<file path="config.mk">
export PLATFORM = sky130hd
export DESIGN_NAME = ct_xcvr_ctrl
export DESIGN_NICKNAME = d
export VERILOG_FILES = /design/src/rtl/ct_pkg.sv /design/src/rtl/ct_timer_if.sv /design/src/rtl/ct_stuck_timer.sv /design/src/rtl/ct_xcvr_ctrl.sv
export VERILOG_INCLUDE_DIRS = /design/src /design/src/rtl
export SDC_FILE = /design/constraint.sdc
export NUM_CORES = 1
export LEC_CHECK = 0
export ABC_AREA = 1
export BUFFER_PORTS_ARGS = -buffer_cell sky130_fd_sc_hd__buf_4
export CAP_MARGIN = 10
export CORE_MARGIN = 2
export CORE_UTILIZATION = 35
export CTS_CLUSTER_DIAMETER = 30
export CTS_CLUSTER_SIZE = 24
export DETAILED_ROUTE_END_ITERATION = 6
export PLACE_DENSITY_LB_ADDON = 0.2
export SETUP_SLACK_MARGIN = 0.02
export SKIP_CTS_REPAIR_TIMING = 1
export SLEW_MARGIN = 20
export SYNTH_ARGS = -nofsm -noshare
export SYNTH_HDL_FRONTEND = slang
export SYNTH_SLANG_ARGS = --single-unit
</file>
<file path="constraint.sdc">
create_clock -name clk -period 3.57 [get_ports clk]
set_input_delay 0.1785 -clock clk [delete_from_list [all_inputs] [get_ports clk]]
set_output_delay 0.1785 -clock clk [all_outputs]
set_load 0.01 [all_outputs]
</file>
<file path="src/rtl/ct_defines.svh">
// Purpose: Constants for the CAN transceiver control logic
// Assumes: 100 MHz system clock
// Notes:   Included by bare name; definitions only
`ifndef CT_DEFINES_SVH
`define CT_DEFINES_SVH

// ----------------------------------------
// Timing
// ----------------------------------------
`define CT_CLK_NS 10
`define CT_TICK_NS 1000
`define CT_TICK_CYC (`CT_TICK_NS / `CT_CLK_NS)
`define CT_TIMEOUT_NS 1250000
`define CT_TIMEOUT_TICKS ((`CT_TIMEOUT_NS + `CT_TICK_NS - 1) / `CT_TICK_NS)
`define CT_STBY_DIV 8
`define CT_CNT_W 16

// ----------------------------------------
// Register map (byte addresses)
// ----------------------------------------
`define CT_ADDR_CTRL 8'h00
`define CT_ADDR_STATUS 8'h04
`define CT_ADDR_EVENT 8'h08

// ----------------------------------------
// Field positions
// ----------------------------------------
`define CT_CTRL_DRV_EN 0
`define CT_CTRL_FORCE_STBY 1
`define CT_CTRL_RESET 32'h0000_0001
`define CT_CTRL_MASK 32'h0000_0003
`define CT_SYNC_RESET 8'h01
`define CT_ST_DRIVING 0
`define CT_ST_TIMEOUT 1
`define CT_ST_OVERTEMP 2
`define CT_ST_RXD 3
`define CT_ST_MODE_LO 4
`define CT_ST_PWR_LO 6
`define CT_EV_TRIP 0
`define CT_EV_OVERTEMP 1

`endif

</file>
<file path="src/rtl/ct_pkg.sv">
// Purpose: Types for the CAN transceiver control logic
// Assumes: Nothing beyond the defines header
// Notes:   One-hot codes are written out
package ct_pkg;

  // ----------------------------------------
  // Operating mode from the level detector
  // ----------------------------------------
  typedef enum logic [1:0] {
    CT_MODE_HIGH_SPEED = 2'h0,
    CT_MODE_SLOPE = 2'h1,
    CT_MODE_STANDBY = 2'h2
  } ct_mode_t;

  // ----------------------------------------
  // Power-up sequencing of the drivers
  // ----------------------------------------
  typedef enum logic [2:0] {
    CT_PWR_OFF = 3'h1,
    CT_PWR_ARMING = 3'h2,
    CT_PWR_ON = 3'h4
  } ct_pwr_t;

endpackage : ct_pkg

</file>
<file path="src/rtl/ct_timer_if.sv">
// Purpose: Carrier between the control logic and the stuck timer
// Assumes: Single clock domain
// Notes:   txd_low is already synchronised
`timescale 1ns/100ps
interface ct_timer_if;
  logic txd_low;
  logic expired;
  modport ctrl (output txd_low, input expired);
  modport timer (input txd_low, output expired);
endinterface : ct_timer_if

</file>
<file path="src/rtl/ct_stuck_timer.sv">
// Purpose: Times continuous low on the transmit input
// Assumes: txd_low is synchronous to clk
// Notes:   Prescaler restarts with each low run, so trips are exact
`timescale 1ns/100ps
`include "ct_defines.svh"
module ct_stuck_timer import ct_pkg::*; #(
  parameter int unsigned TICK_CYC = `CT_TICK_CYC,
  parameter int unsigned TIMEOUT_TICKS = `CT_TIMEOUT_TICKS
) (
  input wire logic clk,
  input wire logic sys_rst,
  ct_timer_if.timer tif
);

  logic [`CT_CNT_W-1:0] presc;
  logic [`CT_CNT_W-1:0] ticks;
  logic wrap;

  assign wrap = (presc == `CT_CNT_W'(TICK_CYC - 1));

  // ----------------------------------------
  // Time base and tick counter
  // ----------------------------------------
  always_ff @(posedge clk or posedge sys_rst) begin
    if (sys_rst) begin
      presc <= '0;
      ticks <= '0;
    end else if (!tif.txd_low || tif.expired) begin
      presc <= '0;
      ticks <= '0;
    end else if (wrap) begin
      presc <= '0;
      ticks <= ticks + `CT_CNT_W'(1);
    end else begin
      presc <= presc + `CT_CNT_W'(1);
    end
  end

  // ----------------------------------------
  // Expiry: held while low, cleared by high
  // ----------------------------------------
  always_ff @(posedge clk or posedge sys_rst) begin
    if (sys_rst) begin
      tif.expired <= 1'b0;
    end else if (!tif.txd_low) begin
      tif.expired <= 1'b0;
    end else if (wrap && ticks == `CT_CNT_W'(TIMEOUT_TICKS - 1)) begin
      tif.expired <= 1'b1;
    end
  end

endmodule : ct_stuck_timer

</file>
<file path="src/rtl/ct_xcvr_ctrl.sv">
// Purpose: Digital control of a high speed CAN transceiver
// Assumes: Pins and analog detectors arrive asynchronously
// Notes:   AHB-Lite slave, zero wait states, always OKAY
//
// Behaviour
// - Enabled, not standby: low transmit drives dominant, high leaves undriven.
// - Receive output low on dominant bus, high on recessive bus.
// - Dominant from another node reads zero regardless of local drive.
// - Foreign dominant overrides locally requested recessive level.
// - Transmit low beyond minimum timeout disables both drivers.
// - Drivers stay off while low; rising edge clears timer, re-enables.
// - Lines stay undriven until upper power-on threshold is reached.
// - Transmit low at supply-good keeps drivers off until seen high.
// - Supply below lower threshold returns lines to undriven.
// - Standby turns transmitter off; receive works at reduced speed.
// - Grounded mode input selects fast high speed drive.
// - Intermediate mode level selects slope-limited drive.
// - Over-temperature disables only the drivers; receive keeps going.
// - Floating transmit input counts as high, giving recessive.
// - Below nominal supply, same truth table holds above threshold.
// - Paths support the maximum bus signalling rate.
//
// Implementation choices: the register addresses and the AHB-Lite slave port.
`timescale 1ns/100ps
`include "ct_defines.svh"
module ct_xcvr_ctrl import ct_pkg::*; #(
  parameter int unsigned TICK_CYC = `CT_TICK_CYC,
  parameter int unsigned TIMEOUT_TICKS = `CT_TIMEOUT_TICKS
) (
  input wire logic clk,
  input wire logic sys_rst,
  // AHB-Lite slave
  input wire logic hsel,
  input wire logic [31:0] haddr,
  input wire logic [1:0] htrans,
  input wire logic hwrite,
  input wire logic [2:0] hsize,
  input wire logic [31:0] hwdata,
  input wire logic hready,
  output logic hreadyout,
  output logic [31:0] hrdata,
  output logic hresp,
  // Controller side
  input wire logic txd_pin,
  input wire logic txd_driven,
  output logic rxd,
  // Bus side
  input wire logic bus_dominant,
  output logic canh_out,
  output logic canh_oe,
  output logic canl_out,
  output logic canl_oe,
  // Analog detectors
  input wire logic [1:0] mode_select_pin,
  input wire logic power_on_upper_threshold,
  input wire logic power_on_lower_threshold,
  input wire logic over_temp,
  output logic slope_ctrl_en
);

  // ----------------------------------------
  // Functions
  // ----------------------------------------
  function automatic ct_mode_t ct_decode_mode(input logic [1:0] code);
    if (code[1]) begin
      return CT_MODE_STANDBY;
    end else if (code[0]) begin
      return CT_MODE_SLOPE;
    end else begin
      return CT_MODE_HIGH_SPEED;
    end
  endfunction : ct_decode_mode

  // ----------------------------------------
  // Declarations
  // ----------------------------------------
  logic [7:0] meta;
  logic [7:0] sync;
  logic txd_pin_s;
  logic txd_driven_s;
  logic bus_dom_s;
  logic [1:0] mode_s;
  logic upper_ok_s;
  logic lower_ok_s;
  logic over_temp_s;
  logic txd_level;
  ct_mode_t mode;
  ct_pwr_t pwr_state;
  ct_pwr_t next_pwr_state;
  logic drv_allow;
  logic drive_dom;
  logic [$clog2(`CT_STBY_DIV)-1:0] stby_cnt;
  logic stby_sample;
  logic [31:0] ctrl;
  logic ev_trip;
  logic ev_overtemp;
  logic expired_d;
  logic over_temp_d;
  logic trip_rise;
  logic ot_rise;
  logic dp_write;
  logic [7:0] dp_addr;
  logic ap_valid;
  logic [31:0] status_word;
  logic [31:0] event_word;
  logic [31:0] read_word;

  ct_timer_if tif ();

  // ----------------------------------------
  // Input synchronisers
  // ----------------------------------------
  // Reset values: transmit high, bus recessive, supply absent
  always_ff @(posedge clk or posedge sys_rst) begin
    if (sys_rst) begin
      meta <= `CT_SYNC_RESET;
      sync <= `CT_SYNC_RESET;
    end else begin
      meta <= {over_temp, power_on_lower_threshold,
               power_on_upper_threshold, mode_select_pin,
               bus_dominant, txd_driven, txd_pin};
      sync <= meta;
    end
  end

  assign txd_pin_s = sync[0];
  assign txd_driven_s = sync[1];
  assign bus_dom_s = sync[2];
  assign mode_s = sync[4:3];
  assign upper_ok_s = sync[5];
  assign lower_ok_s = sync[6];
  assign over_temp_s = sync[7];

  // Pull-up: an undriven input reads as recessive
  assign txd_level = txd_driven_s ? txd_pin_s : 1'b1;

  assign mode = ct_decode_mode(mode_s);

  // ----------------------------------------
  // Stuck-dominant timer
  // ----------------------------------------
  assign tif.txd_low = !txd_level;

  ct_stuck_timer #(
    .TICK_CYC(TICK_CYC),
    .TIMEOUT_TICKS(TIMEOUT_TICKS)
  ) u_timer (
    .clk(clk),
    .sys_rst(sys_rst),
    .tif(tif)
  );

  // ----------------------------------------
  // Power-on sequencing
  // ----------------------------------------
  always_comb begin
    next_pwr_state = pwr_state;
    unique case (pwr_state)
      CT_PWR_OFF: begin
        if (upper_ok_s && lower_ok_s) begin
          next_pwr_state = CT_PWR_ARMING;
        end
      end
      CT_PWR_ARMING: begin
        if (!lower_ok_s) begin
          next_pwr_state = CT_PWR_OFF;
        end else if (txd_level) begin
          next_pwr_state = CT_PWR_ON;
        end
      end
      CT_PWR_ON: begin
        if (!lower_ok_s) begin
          next_pwr_state = CT_PWR_OFF;
        end
      end
      default: begin
        next_pwr_state = CT_PWR_OFF;
      end
    endcase
  end

  always_ff @(posedge clk or posedge sys_rst) begin
    if (sys_rst) begin
      pwr_state <= CT_PWR_OFF;
    end else begin
      pwr_state <= next_pwr_state;
    end
  end

  // ----------------------------------------
  // Driver control
  // ----------------------------------------
  // Upper threshold only matters while off: this gives the hysteresis.
  // Supply range inside the window does not alter the table.
  assign drv_allow = (pwr_state == CT_PWR_ON)
                     && !tif.expired
                     && !over_temp_s
                     && (mode != CT_MODE_STANDBY)
                     && !ctrl[`CT_CTRL_FORCE_STBY]
                     && ctrl[`CT_CTRL_DRV_EN];

  assign drive_dom = drv_allow && !txd_level;

  // One flop from pin sync to driver keeps latency well under a bit
  always_ff @(posedge clk or posedge sys_rst) begin
    if (sys_rst) begin
      canh_oe <= 1'b0;
      canl_oe <= 1'b0;
    end else begin
      canh_oe <= drive_dom;
      canl_oe <= drive_dom;
    end
  end

  // Dominant levels; recessive is simply not driving
  assign canh_out = 1'b1;
  assign canl_out = 1'b0;

  always_ff @(posedge clk or posedge sys_rst) begin
    if (sys_rst) begin
      slope_ctrl_en <= 1'b0;
    end else begin
      // High speed leaves this low for fast edges
      slope_ctrl_en <= (mode == CT_MODE_SLOPE);
    end
  end

  // ----------------------------------------
  // Receive path
  // ----------------------------------------
  // Standby samples the bus only every few cycles, trading speed for
  // power; a short dominant bit may be missed there.
  always_ff @(posedge clk or posedge sys_rst) begin
    if (sys_rst) begin
      stby_cnt <= '0;
    end else begin
      stby_cnt <= stby_cnt + 1'b1;
    end
  end

  assign stby_sample = (stby_cnt == '0);

  always_ff @(posedge clk or posedge sys_rst) begin
    if (sys_rst) begin
      rxd <= 1'b1;
    end else if (mode != CT_MODE_STANDBY || stby_sample) begin
      // Sensed bus, not local transmit: wired-dominant readback
      rxd <= !bus_dom_s;
    end
  end

  // ----------------------------------------
  // Event flags
  // ----------------------------------------
  always_ff @(posedge clk or posedge sys_rst) begin
    if (sys_rst) begin
      expired_d <= 1'b0;
      over_temp_d <= 1'b0;
    end else begin
      expired_d <= tif.expired;
      over_temp_d <= over_temp_s;
    end
  end

  assign trip_rise = tif.expired && !expired_d;
  assign ot_rise = over_temp_s && !over_temp_d;

  // Set wins over a same-cycle write-one-to-clear
  always_ff @(posedge clk or posedge sys_rst) begin
    if (sys_rst) begin
      ev_trip <= 1'b0;
      ev_overtemp <= 1'b0;
    end else begin
      if (trip_rise) begin
        ev_trip <= 1'b1;
      end else if (dp_write && dp_addr == `CT_ADDR_EVENT
                   && hwdata[`CT_EV_TRIP]) begin
        ev_trip <= 1'b0;
      end
      if (ot_rise) begin
        ev_overtemp <= 1'b1;
      end else if (dp_write && dp_addr == `CT_ADDR_EVENT
                   && hwdata[`CT_EV_OVERTEMP]) begin
        ev_overtemp <= 1'b0;
      end
    end
  end

  // ----------------------------------------
  // AHB-Lite slave
  // ----------------------------------------
  assign hreadyout = 1'b1;
  assign hresp = 1'b0;
  assign ap_valid = hsel && hready && htrans[1];

  always_ff @(posedge clk or posedge sys_rst) begin
    if (sys_rst) begin
      dp_write <= 1'b0;
      dp_addr <= 8'h00;
    end else begin
      dp_write <= ap_valid && hwrite;
      dp_addr <= ap_valid ? haddr[7:0] : 8'h00;
    end
  end

  always_ff @(posedge clk or posedge sys_rst) begin
    if (sys_rst) begin
      ctrl <= `CT_CTRL_RESET;
    end else if (dp_write && dp_addr == `CT_ADDR_CTRL) begin
      // Only the two control bits are kept
      ctrl <= hwdata & `CT_CTRL_MASK;
    end
  end

  always_comb begin
    status_word = 32'h0000_0000;
    status_word[`CT_ST_DRIVING] = drv_allow;
    status_word[`CT_ST_TIMEOUT] = tif.expired;
    status_word[`CT_ST_OVERTEMP] = over_temp_s;
    status_word[`CT_ST_RXD] = rxd;
    status_word[`CT_ST_MODE_LO +: 2] = mode;
    status_word[`CT_ST_PWR_LO +: 3] = pwr_state;
  end

  always_comb begin
    event_word = 32'h0000_0000;
    event_word[`CT_EV_TRIP] = ev_trip;
    event_word[`CT_EV_OVERTEMP] = ev_overtemp;
  end

  // Unmapped and misaligned addresses read zero
  always_comb begin
    unique case (haddr[7:0])
      `CT_ADDR_CTRL: read_word = ctrl;
      `CT_ADDR_STATUS: read_word = status_word;
      `CT_ADDR_EVENT: read_word = event_word;
      default: read_word = 32'h0000_0000;
    endcase
    if (haddr[31:8] != 24'h00_0000) begin
      read_word = 32'h0000_0000;
    end
  end

  // Captured at the address phase so it stands in the data phase
  always_ff @(posedge clk or posedge sys_rst) begin
    if (sys_rst) begin
      hrdata <= 32'h0000_0000;
    end else if (ap_valid && !hwrite) begin
      hrdata <= read_word;
    end
  end

endmodule : ct_xcvr_ctrl

</file>
==> results of run 1 <==
[area by class of cell]
| type | instances | area, um2 |
|---|---|---|
| fill | 1197 | 6820 |
| clock buffer | 12 | 236 |
| sequential | 82 | 2060 |
| clock inverter | 3 | 65.1 |
| inverter | 64 | 243 |
| tap | 147 | 184 |
| timing repair buffer | 69 | 538 |
| multi-input combinational | 374 | 1770 |
[cell families (layout without fill, tap and decap cells)]
logic type | after synthesis | after routing
AO/OA/AOI/OAI | 23 | 23
other | 2 | 27
AND/OR/NAND/NOR | 310 | 310
adder cells (fa/ha/maj) | 5 | 5
flip-flops | 82 | 82
XOR/XNOR | 9 | 9
buffers and inverters | 97 | 148
[layer usage]
metal | GRT usage, % | part of all wire, % | vias up
li1 | - | - | 1761
met1 | 19.2 | 46 | 1605
met2 | 23.9 | 46 | 101
met3 | 2.98 | 6.0 | 19
met4 | 7.72 | 2.5 | 0
met5 | 0 | 0 | -
[worst max path at each step]
stage	start	to	slack (ns)	cells past startpoint
finish	u_timer.presc[0]	u_timer.ticks[3]	1.81	7
global route	u_timer.presc[0]	u_timer.ticks[3]	1.59	7
CTS	u_timer.presc[0]	u_timer.ticks[3]	1.79	7
detailed placement	u_timer.presc[0]	u_timer.ticks[3]	1.81	7
global placement	u_timer.presc[0]	u_timer.ticks[3]	1.83	7
floorplan	sys_rst	canl_oe	1.29	1
[registers in the layout, indices dropped and copies added (netlist names)]
name	flops
canl_oe	1
ctrl	2
dp_addr	8
dp_write	1
ev_overtemp	1
ev_trip	1
expired_d	1
hrdata	9
meta	8
over_temp_d	1
pwr_state	3
rxd	1
slope_ctrl_en	1
stby_cnt	3
sync	8
u_timer.presc	16
u_timer.ticks	16
u_timer.tif.expired	1
[cell usage in the layout (no fill, tap or decap), types with 4 or more instances in the layout]
master,count
xor2_1,9
a21oi_1,6
inv_1,59
nand4_1,31
nand3_1,35
conb_1,27
dlygate4sd3_1,8
o21ai_0,13
nor2_2,10
dfstp_2,5
clkbuf_16,9
nand2_1,120
buf_4,61
nor3_1,12
ha_1,5
nor2_1,86
dfrtp_1,77
nor3b_1,4
[per-stage QoR]
stage	power [mW]	instance area, um2
after global placement	1.18	4710
final	2.14	5090
after floorplan	1.14	4320
after global routing	2.25	5090
after detailed placement	1.19	4710
after CTS	2.18	5010
[critical path, delay by kind of cell (launching register included)]
kind | cells | cell delay (ns)
AO/OA/AOI/OAI | 1 | 0.12
adder cells (fa/ha/maj) | 1 | 0.29
buffers and inverters | 1 | 0.09
flip-flops | 1 | 0.39
AND/OR/NAND/NOR | 4 | 0.80
[power groups by stage]
| stage | logic, mW | registers [mW] | clock network [mW] |
|---|---|---|---|
| floorplan | 0.128 | 1.01 | 0 |
| global placement | 0.169 | 1.01 | 0 |
| detailed placement | 0.175 | 1.01 | 0 |
| CTS | 0.176 | 0.998 | 1.00 |
| global route | 0.207 | 1.00 | 1.04 |
| finish | 0.181 | 0.998 | 0.965 |
==> metrics.txt, run 1 <==
status finished with violations; failing checks hold timing; share of synthesized cell area in and, or, nand and nor gates 33.2%; initial antenna violation count 0; via count 3486; Final #Nets 687; Yosys warning count 0; I/O pin cnt 122; PD cells 421 nW/um2; CP startpoint kind flip-flop; main combinational cell family by area after synthesis simple AND/OR/NAND/NOR gates; reg2reg start u_timer.presc[0]; Post-Syn Area 4220 um2; H-tree depth 3; clk slew on worst S/H paths 0.06 ns; Seq cells post-synth 82; max-slew violations 0; CP peak stage delay 0.48 ns; Setup WS post-layout 1.81 ns; Sw Share 22.9%; DRT Wirelength 8980 um; Inst Count DP 728; most numerous cell in the Yosys netlist nand2_1; critical path's slowest cell nor2_2; flop2flop setup slack 1.81 ns; worst slew pin tran 0.842 ns; remaining global-route overflow 0; Detailed Route Iter0 Violations 221; CTS tree yes; Yosys top cell area share 45.6%; Area contributors post-synth dfrtp_1 (46%), nand2_1 (11%), nor2_1 (7.6%); unrepaired setup endpoints after global routing false; Max Freq 0.570 GHz; Core Area 11900 um2; first-pass GRT wire length 15300 um; Synth Area in Adders 1.48%; Reg power frac 46.6%; CP Max Fanout 13; Rows 40; Clk Latency, worst-skew pair 0.34 ns; final hold slack -0.0210 ns; synth unique cells 30; Post-synth EDFFs 0; CP cell instances ha_1 > inv_1 > nor2_1 > nand4_1 > nor2_2 > nand4_1 > o21ai_0; # setup viols final 0; clock share of power 45.0%; worst hold path class input pin to asynchronous set/reset pin; Tcrit/Tclk final 49.2%; pre-CTS setup slack 1.81 ns; Layout Skew 0.00656 ns; Leakage 2.54 nW; Sw Pwr 0.491 mW; CP dominant cell by count nand4_1; die width 114 um; Die H 114 um; min cycle time layout 1.76 ns; Util after Layout 42.7%; mux cell area share after synthesis 0%; all-layer global routing usage 14.9%; sequential fraction of the synthesis area 48.8%; Yosys top cell by area dfrtp_1; cells on worst reg2reg path 7; r2r endpoint u_timer.ticks[3]; layout cell share with drive strength beyond 1 17.5%; worst-case vdd ir drop 0.208 mV; Synth Area per Inst 8.00 um2; Setup crit end kind flip-flop; pin count of the biggest net entering global routing 50; total of max-cap violations 0; DRC viols 0; WL/cell 12.0 um; die area 13000 um2; max_slew headroom 43.8%; Most used DFF post-synth dfrtp_1; cts bufs inserted 9; Cells after Synth 528; Logic pwr share 8.4%; P_int 1.65 mW; Max Root-Sink Buffers 2; vias in the first global route 3379; root buf cell clkbuf_16; most frequent cells after synthesis nand2_1 (120), nor2_1 (86), dfrtp_1 (77); area grow syn2layout 20.6%; critical path required time 3.83 ns; Worst Path Class, Setup flip-flop to flip-flop; Finished Layout Cells 751; CP arrival 2.02 ns; Synth Area in Compound Gates 2.87%; XOR/XNOR Fraction of Synth Area 1.87%; ys async rst share 100%; via/cell ratio 4.64; GP Congestion 0.856; Fin. Hold Viols 29; Fin Setup TNS 0 ns; antenna cells 0; clock sink count 82; Initial Utilization 35.4%; final antenna-violating net count 0; IO buf count 60; Detailed Place HPWL 6400 um; Detailed Routing Iterations Pass 1 4
(Power assumes the default switching activity.)
==> run 2, diff against run 1 <==
==> constraint.sdc (replaced) <==
create_clock -name clk -period 1.6 [get_ports clk]
set_input_delay 0.08 -clock clk [delete_from_list [all_inputs] [get_ports clk]]
set_output_delay 0.08 -clock clk [all_outputs]
set_load 0.01 [all_outputs]
==> run 2 against run 1 <==
The run still ends with hold timing left. Sequential power increased by 120%. Clock skew decreased by 0.0016 ns. Sequential cell count unchanged. Non-clock buffer count increased by 18. Critical path depth increased by 1. Setup slack got worse by 1.6 ns. Die area unchanged. Count of clock-buffer cells in the layout decreased by 1. Worst hold slack improved by 0.021 ns. Fmax increased by 26%. Combinational power increased by 140%. Largest power group unchanged. Highest routed layer unchanged.
==> metrics.txt, run 2 (synthesis results as in run 1) <==
worst hold path class input pin to flip-flop; Fin Setup TNS 0 ns; vias in the first global route 3327; Inst Count DP 735; Util after Layout 44.2%; DR top layer met4; worst-case vdd ir drop 0.392 mV; Max Root-Sink Buffers 2; clk slew on worst S/H paths 0.06 ns; Detailed Routing Iterations Pass 1 4; Sw Pwr 1.14 mW; met3 WL 466 um; clock share of power 41.7%; CP peak stage delay 0.43 ns; status finished with violations; critical path required time 1.82 ns; critical path's slowest cell dfrtp_1; die width 114 um; Finished Layout Cells 770; total of max-cap violations 0; I/O pin cnt 122; min cycle time layout 1.40 ns; pin count of the biggest net entering global routing 45; # setup viols final 0; Worst Path Class, Setup flip-flop to flip-flop; H-tree depth 3; remaining global-route overflow 0; commonest non-fill, non-tap cell in the layout nand2_1; Clk Latency, worst-skew pair 0.34 ns; CP Max Fanout 11; Fin. Hold Viols 1; Final #Nets 705; CP cell instances ha_4 > nand3_1 > nor2_1 > nand2_2 > nand2_4 > inv_2 > nand2_1 > o21ai_2; Layout Skew 0.00496 ns; final hold slack -0.000338 ns; failing checks hold timing; GP Congestion 0.855; via/cell ratio 4.58; Leakage 2.60 nW; cts bufs inserted 9; WL/cell 11.6 um; Rows 40; worst slew pin tran 0.569 ns; Reg power frac 48.8%; final antenna-violating net count 0; DRT Wirelength 8900 um; Post-Route M1 WL 4040 um; first-pass GRT wire length 15100 um; Setup crit end kind flip-flop; Setup WS post-layout 0.202 ns; Initial Utilization 35.4%; Tcrit/Tclk final 87.4%; Core Area 11900 um2; via count 3528; Logic pwr share 9.4%; CTS tree yes; antenna cells 0; Max Freq 0.715 GHz; CP startpoint kind flip-flop; commonest non-fill, non-tap cells in the layout nand2_1 (120), nor2_1 (86), dfrtp_1 (77); CP arrival 1.62 ns; Sw Share 25.0%; IO buf count 60; layout cell share with drive strength beyond 1 19.3%; P_int 3.42 mW; Die H 114 um; area grow syn2layout 24.7%; die area 13000 um2; all-layer global routing usage 14.5%; max_slew headroom 62.1%; Fillers 1197; DRC viols 0; Detailed Place HPWL 6440 um; PD cells 866 nW/um2; pre-CTS setup slack 0.100 ns; clock sink count 82; unrepaired setup endpoints after global routing false; initial antenna violation count 0; root buf cell clkbuf_16; top flop regs u_timer.presc x16, u_timer.ticks x16, hrdata x9; max-slew violations 0; Detailed Route Iter0 Violations 146; met2 WL 4230 um
-- run 2: final cells by class --
type | instances | area (um2) | area share (%)
sequential | 82 | 2060 | 39.1
multi-input combinational | 374 | 1790 | 33.9
timing repair buffer | 87 | 718 | 13.6
inverter | 64 | 245 | 4.66
clock buffer | 11 | 233 | 4.42
tap | 147 | 184 | 3.49
clock inverter | 5 | 40.0 | 0.761
-- run 2: worst paths after layout --
check,start,endpoint,slack (ns),cells past startpoint
max in group asynchronous,sys_rst,meta[0],0.73,4
min reg2reg,meta[1],sync[1],0.35,0
min in group asynchronous,sys_rst,meta[2],0.44,4
min,hwdata[0],ctrl[0],-0.0003,3
max,u_timer.presc[0],u_timer.ticks[11],0.20,8
max reg2reg,u_timer.presc[0],u_timer.ticks[11],0.20,8
-- run 2: through the flow --
step / hold WS [ns] / total power [mW] / cell area, um2
final: -0.000338 / 4.56 / 5260
after global placement: 0.190 / 2.65 / 4790
after CTS: -0.164 / 4.60 / 5060
after floorplan: 0.0845 / 2.54 / 4320
after detailed placement: 0.191 / 2.66 / 4790
after global routing: 0.00464 / 4.80 / 5260
-- run 2: power groups by stage --
stage | clock (mW) | sequential (mW) | combinational (mW)
2_1_floorplan | 0 | 2.25 | 0.286
3_3_place_gp | 0 | 2.26 | 0.389
3_5_place_dp | 0 | 2.26 | 0.397
4_1_cts | 1.98 | 2.22 | 0.399
5_1_grt | 2.06 | 2.24 | 0.497
6_report | 1.90 | 2.23 | 0.431
-- run 2: routing by layer --
metal,up-vias,track usage (%)
met5,-,0
met1,1636,18.1
met2,81,24.7
met4,0,4.96
met3,12,3.72
li1,1799,-
-- run 2: critical path: cells and delay by family, from the launching register on --
kind / cells / cell delay [ns]
AND/OR/NAND/NOR: 5 / 0.51
AO/OA/AOI/OAI: 1 / 0.06
adder cells (fa/ha/maj): 1 / 0.19
flip-flops: 1 / 0.43
buffers and inverters: 1 / 0.10
==> run 3, diff against run 2 <==
--- a/config.mk
+++ b/config.mk
@@ -11,6 +11,7 @@
 export CAP_MARGIN = 10
 export CORE_MARGIN = 2
 export CORE_UTILIZATION = 35
+export CTS_BUF_LIST = sky130_fd_sc_hd__clkbuf_4
 export CTS_CLUSTER_DIAMETER = 30
 export CTS_CLUSTER_SIZE = 24
 export DETAILED_ROUTE_END_ITERATION = 6
==> run 3 against run 2 <==
Final cell count is 0.91% higher. Register-to-register slack hardly changed. Sequential cell count unchanged. Via count increased by 0.40%. Non-clock buffer count rose by 7. The run now ends clean. Count of clock-buffer cells in the layout did not move. First-iteration DRC count down 5.5%. Sequential share of layout area rose by 0.74 points. Final area fell by 1.9%. Global-route usage decreased by 0.17 points. Setup slack worse by 0.0041 ns.
==> metrics.txt, run 3 (synthesis results as in run 1) <==
# setup viols final 0; status completed; Max Root-Sink Buffers 2; CP startpoint kind flip-flop; H-tree depth 3; Final #Nets 712; CP dominant cell by count nand2_1; CP Max Fanout 5; cts bufs inserted 9; worst hold path class input pin to flip-flop; Fin. Hold Viols 0; M1 GR Usage 17.9%; FF+latch area 2060 um2; CP arrival 1.74 ns; die area 13000 um2; Clk Latency, worst-skew pair 0.43 ns; top flop regs u_timer.presc x16, u_timer.ticks x16, hrdata x9; area grow syn2layout 22.4%; Logic pwr share 11.7%; clk slew on worst S/H paths 0.13 ns; clock sink count 82; root buf cell clkbuf_4; CP peak stage delay 0.39 ns; Detailed Routing Iterations Pass 1 4; Tcrit/Tclk final 87.6%; GP Congestion 0.855; Detailed Route Iter0 Violations 138; I/O pin cnt 122; critical path required time 1.94 ns; Detailed Place HPWL 6440 um; sum of buffers and inverters on the critical path 0; CP cell instances ha_2 > nand2_1 > nor2_2 > nand2_1 > nor2_4 > nor2_1 > nor3b_1; GR Layer Usage met2 24.6%; DRT Wirelength 8900 um; Max Freq 0.713 GHz; antenna cells 0; final instance area 5170 um2; via count 3542; CTS tree yes; Layout Skew 0.0126 ns; worst slew pin tran 0.571 ns; Die H 114 um; Worst Path Class, Setup flip-flop to flip-flop; Post-DP Area 4790 um2; commonest non-fill, non-tap cells in the layout nand2_1 (120), nor2_1 (86), dfrtp_1 (77); pin count of the biggest net entering global routing 45; min cycle time layout 1.40 ns; PD cells 729 nW/um2; max_slew headroom 62.0%; cell family with most CP delay simple AND/OR/NAND/NOR gates; Fin Setup TNS 0 ns; remaining global-route overflow 0; Sw Pwr 1.04 mW; Leakage 2.57 nW; initial antenna violation count 0; critical path's slowest cell dfrtp_1; Core Area 11900 um2; met3 Resource Use GR 3.77%; commonest non-fill, non-tap cell in the layout nand2_1; Fillers 1212; P_int 2.73 mW; die width 114 um; most used routing layer met2; final antenna-violating net count 0; Sw Share 27.6%; first-pass GRT wire length 15000 um; WL/cell 11.5 um; DRC viols 0; IO buf count 60; vias in the first global route 3300; Rows 40; Reg power frac 59.0%; total power 3.77 mW; unrepaired setup endpoints after global routing false; max-slew violations 0; footprint of the multi-input gates 1780 um2; clock share of power 29.3%; Util after Layout 43.4%; Setup crit end kind flip-flop; all-layer global routing usage 14.4%; total of max-cap violations 0; worst-case vdd ir drop 0.308 mV; Initial Utilization 35.4%; via/cell ratio 4.56; layout cell share with drive strength beyond 1 19.8%
==> run 3: cell count changes in the layout (fill, tap and decap cells not counted), sizes merged <==
cell | before | now
dlygate4sd3 | 16 | 20
buf | 71 | 74
==> run 3: final timing paths <==
check / start / cells past startpoint / slack (ns) / endpoint
hold reg to reg: meta[1] / 0 / 0.36 / sync[1]
max in group asynchronous: sys_rst / 4 / 0.84 / meta[0]
hold / removal: hready / 4 / 0.06 / dp_addr[4]
setup reg to reg: u_timer.presc[1] / 7 / 0.20 / u_timer.presc[6]
min in group asynchronous: sys_rst / 4 / 0.33 / meta[2]
setup / recovery: u_timer.presc[1] / 7 / 0.20 / u_timer.presc[6]
==> run 3: per-layer routing <==
metal	up-vias	part of all wire (%)
li1	1810	-
met3	11	5.3
met5	-	0
met1	1631	46
met2	90	48
met4	0	1.4
==> run 3: worst min-delay path, cell delays in order <==
cell and delay (ns):
buf_4 0.11, nand3_2 0.07, buf_4 0.16, nor2_1 0.04
==> run 3: power groups by stage <==
stage	sequential [mW]	clock, mW	combinational (mW)
after detailed placement	2.26	0	0.397
final	2.22	1.10	0.441
after global routing	2.24	1.26	0.507
after global placement	2.26	0	0.389
after CTS	2.22	1.16	0.399
after floorplan	2.25	0	0.286
==> run 3: through the flow <==
stage / instances / hold WS (ns) / setup WS (ns)
floorplan: 553 / 0.0845 / 0.264
global placement: 735 / 0.190 / 0.123
detailed placement: 735 / 0.191 / 0.100
CTS: 751 / -0.289 / 0.0816
global route: 777 / 0.0253 / 0.0400
finish: 777 / 0.0591 / 0.198
==> run 3: area by class of cell <==
type / instances / share of cell area, %
Timing Repair Buffer: 94 / 15.1
Inverter: 64 / 4.75
Sequential cell: 82 / 39.8
Multi-Input combinational cell: 374 / 34.4
Tap cell: 147 / 3.56
Clock inverter: 5 / 0.775
Clock buffer: 11 / 1.60
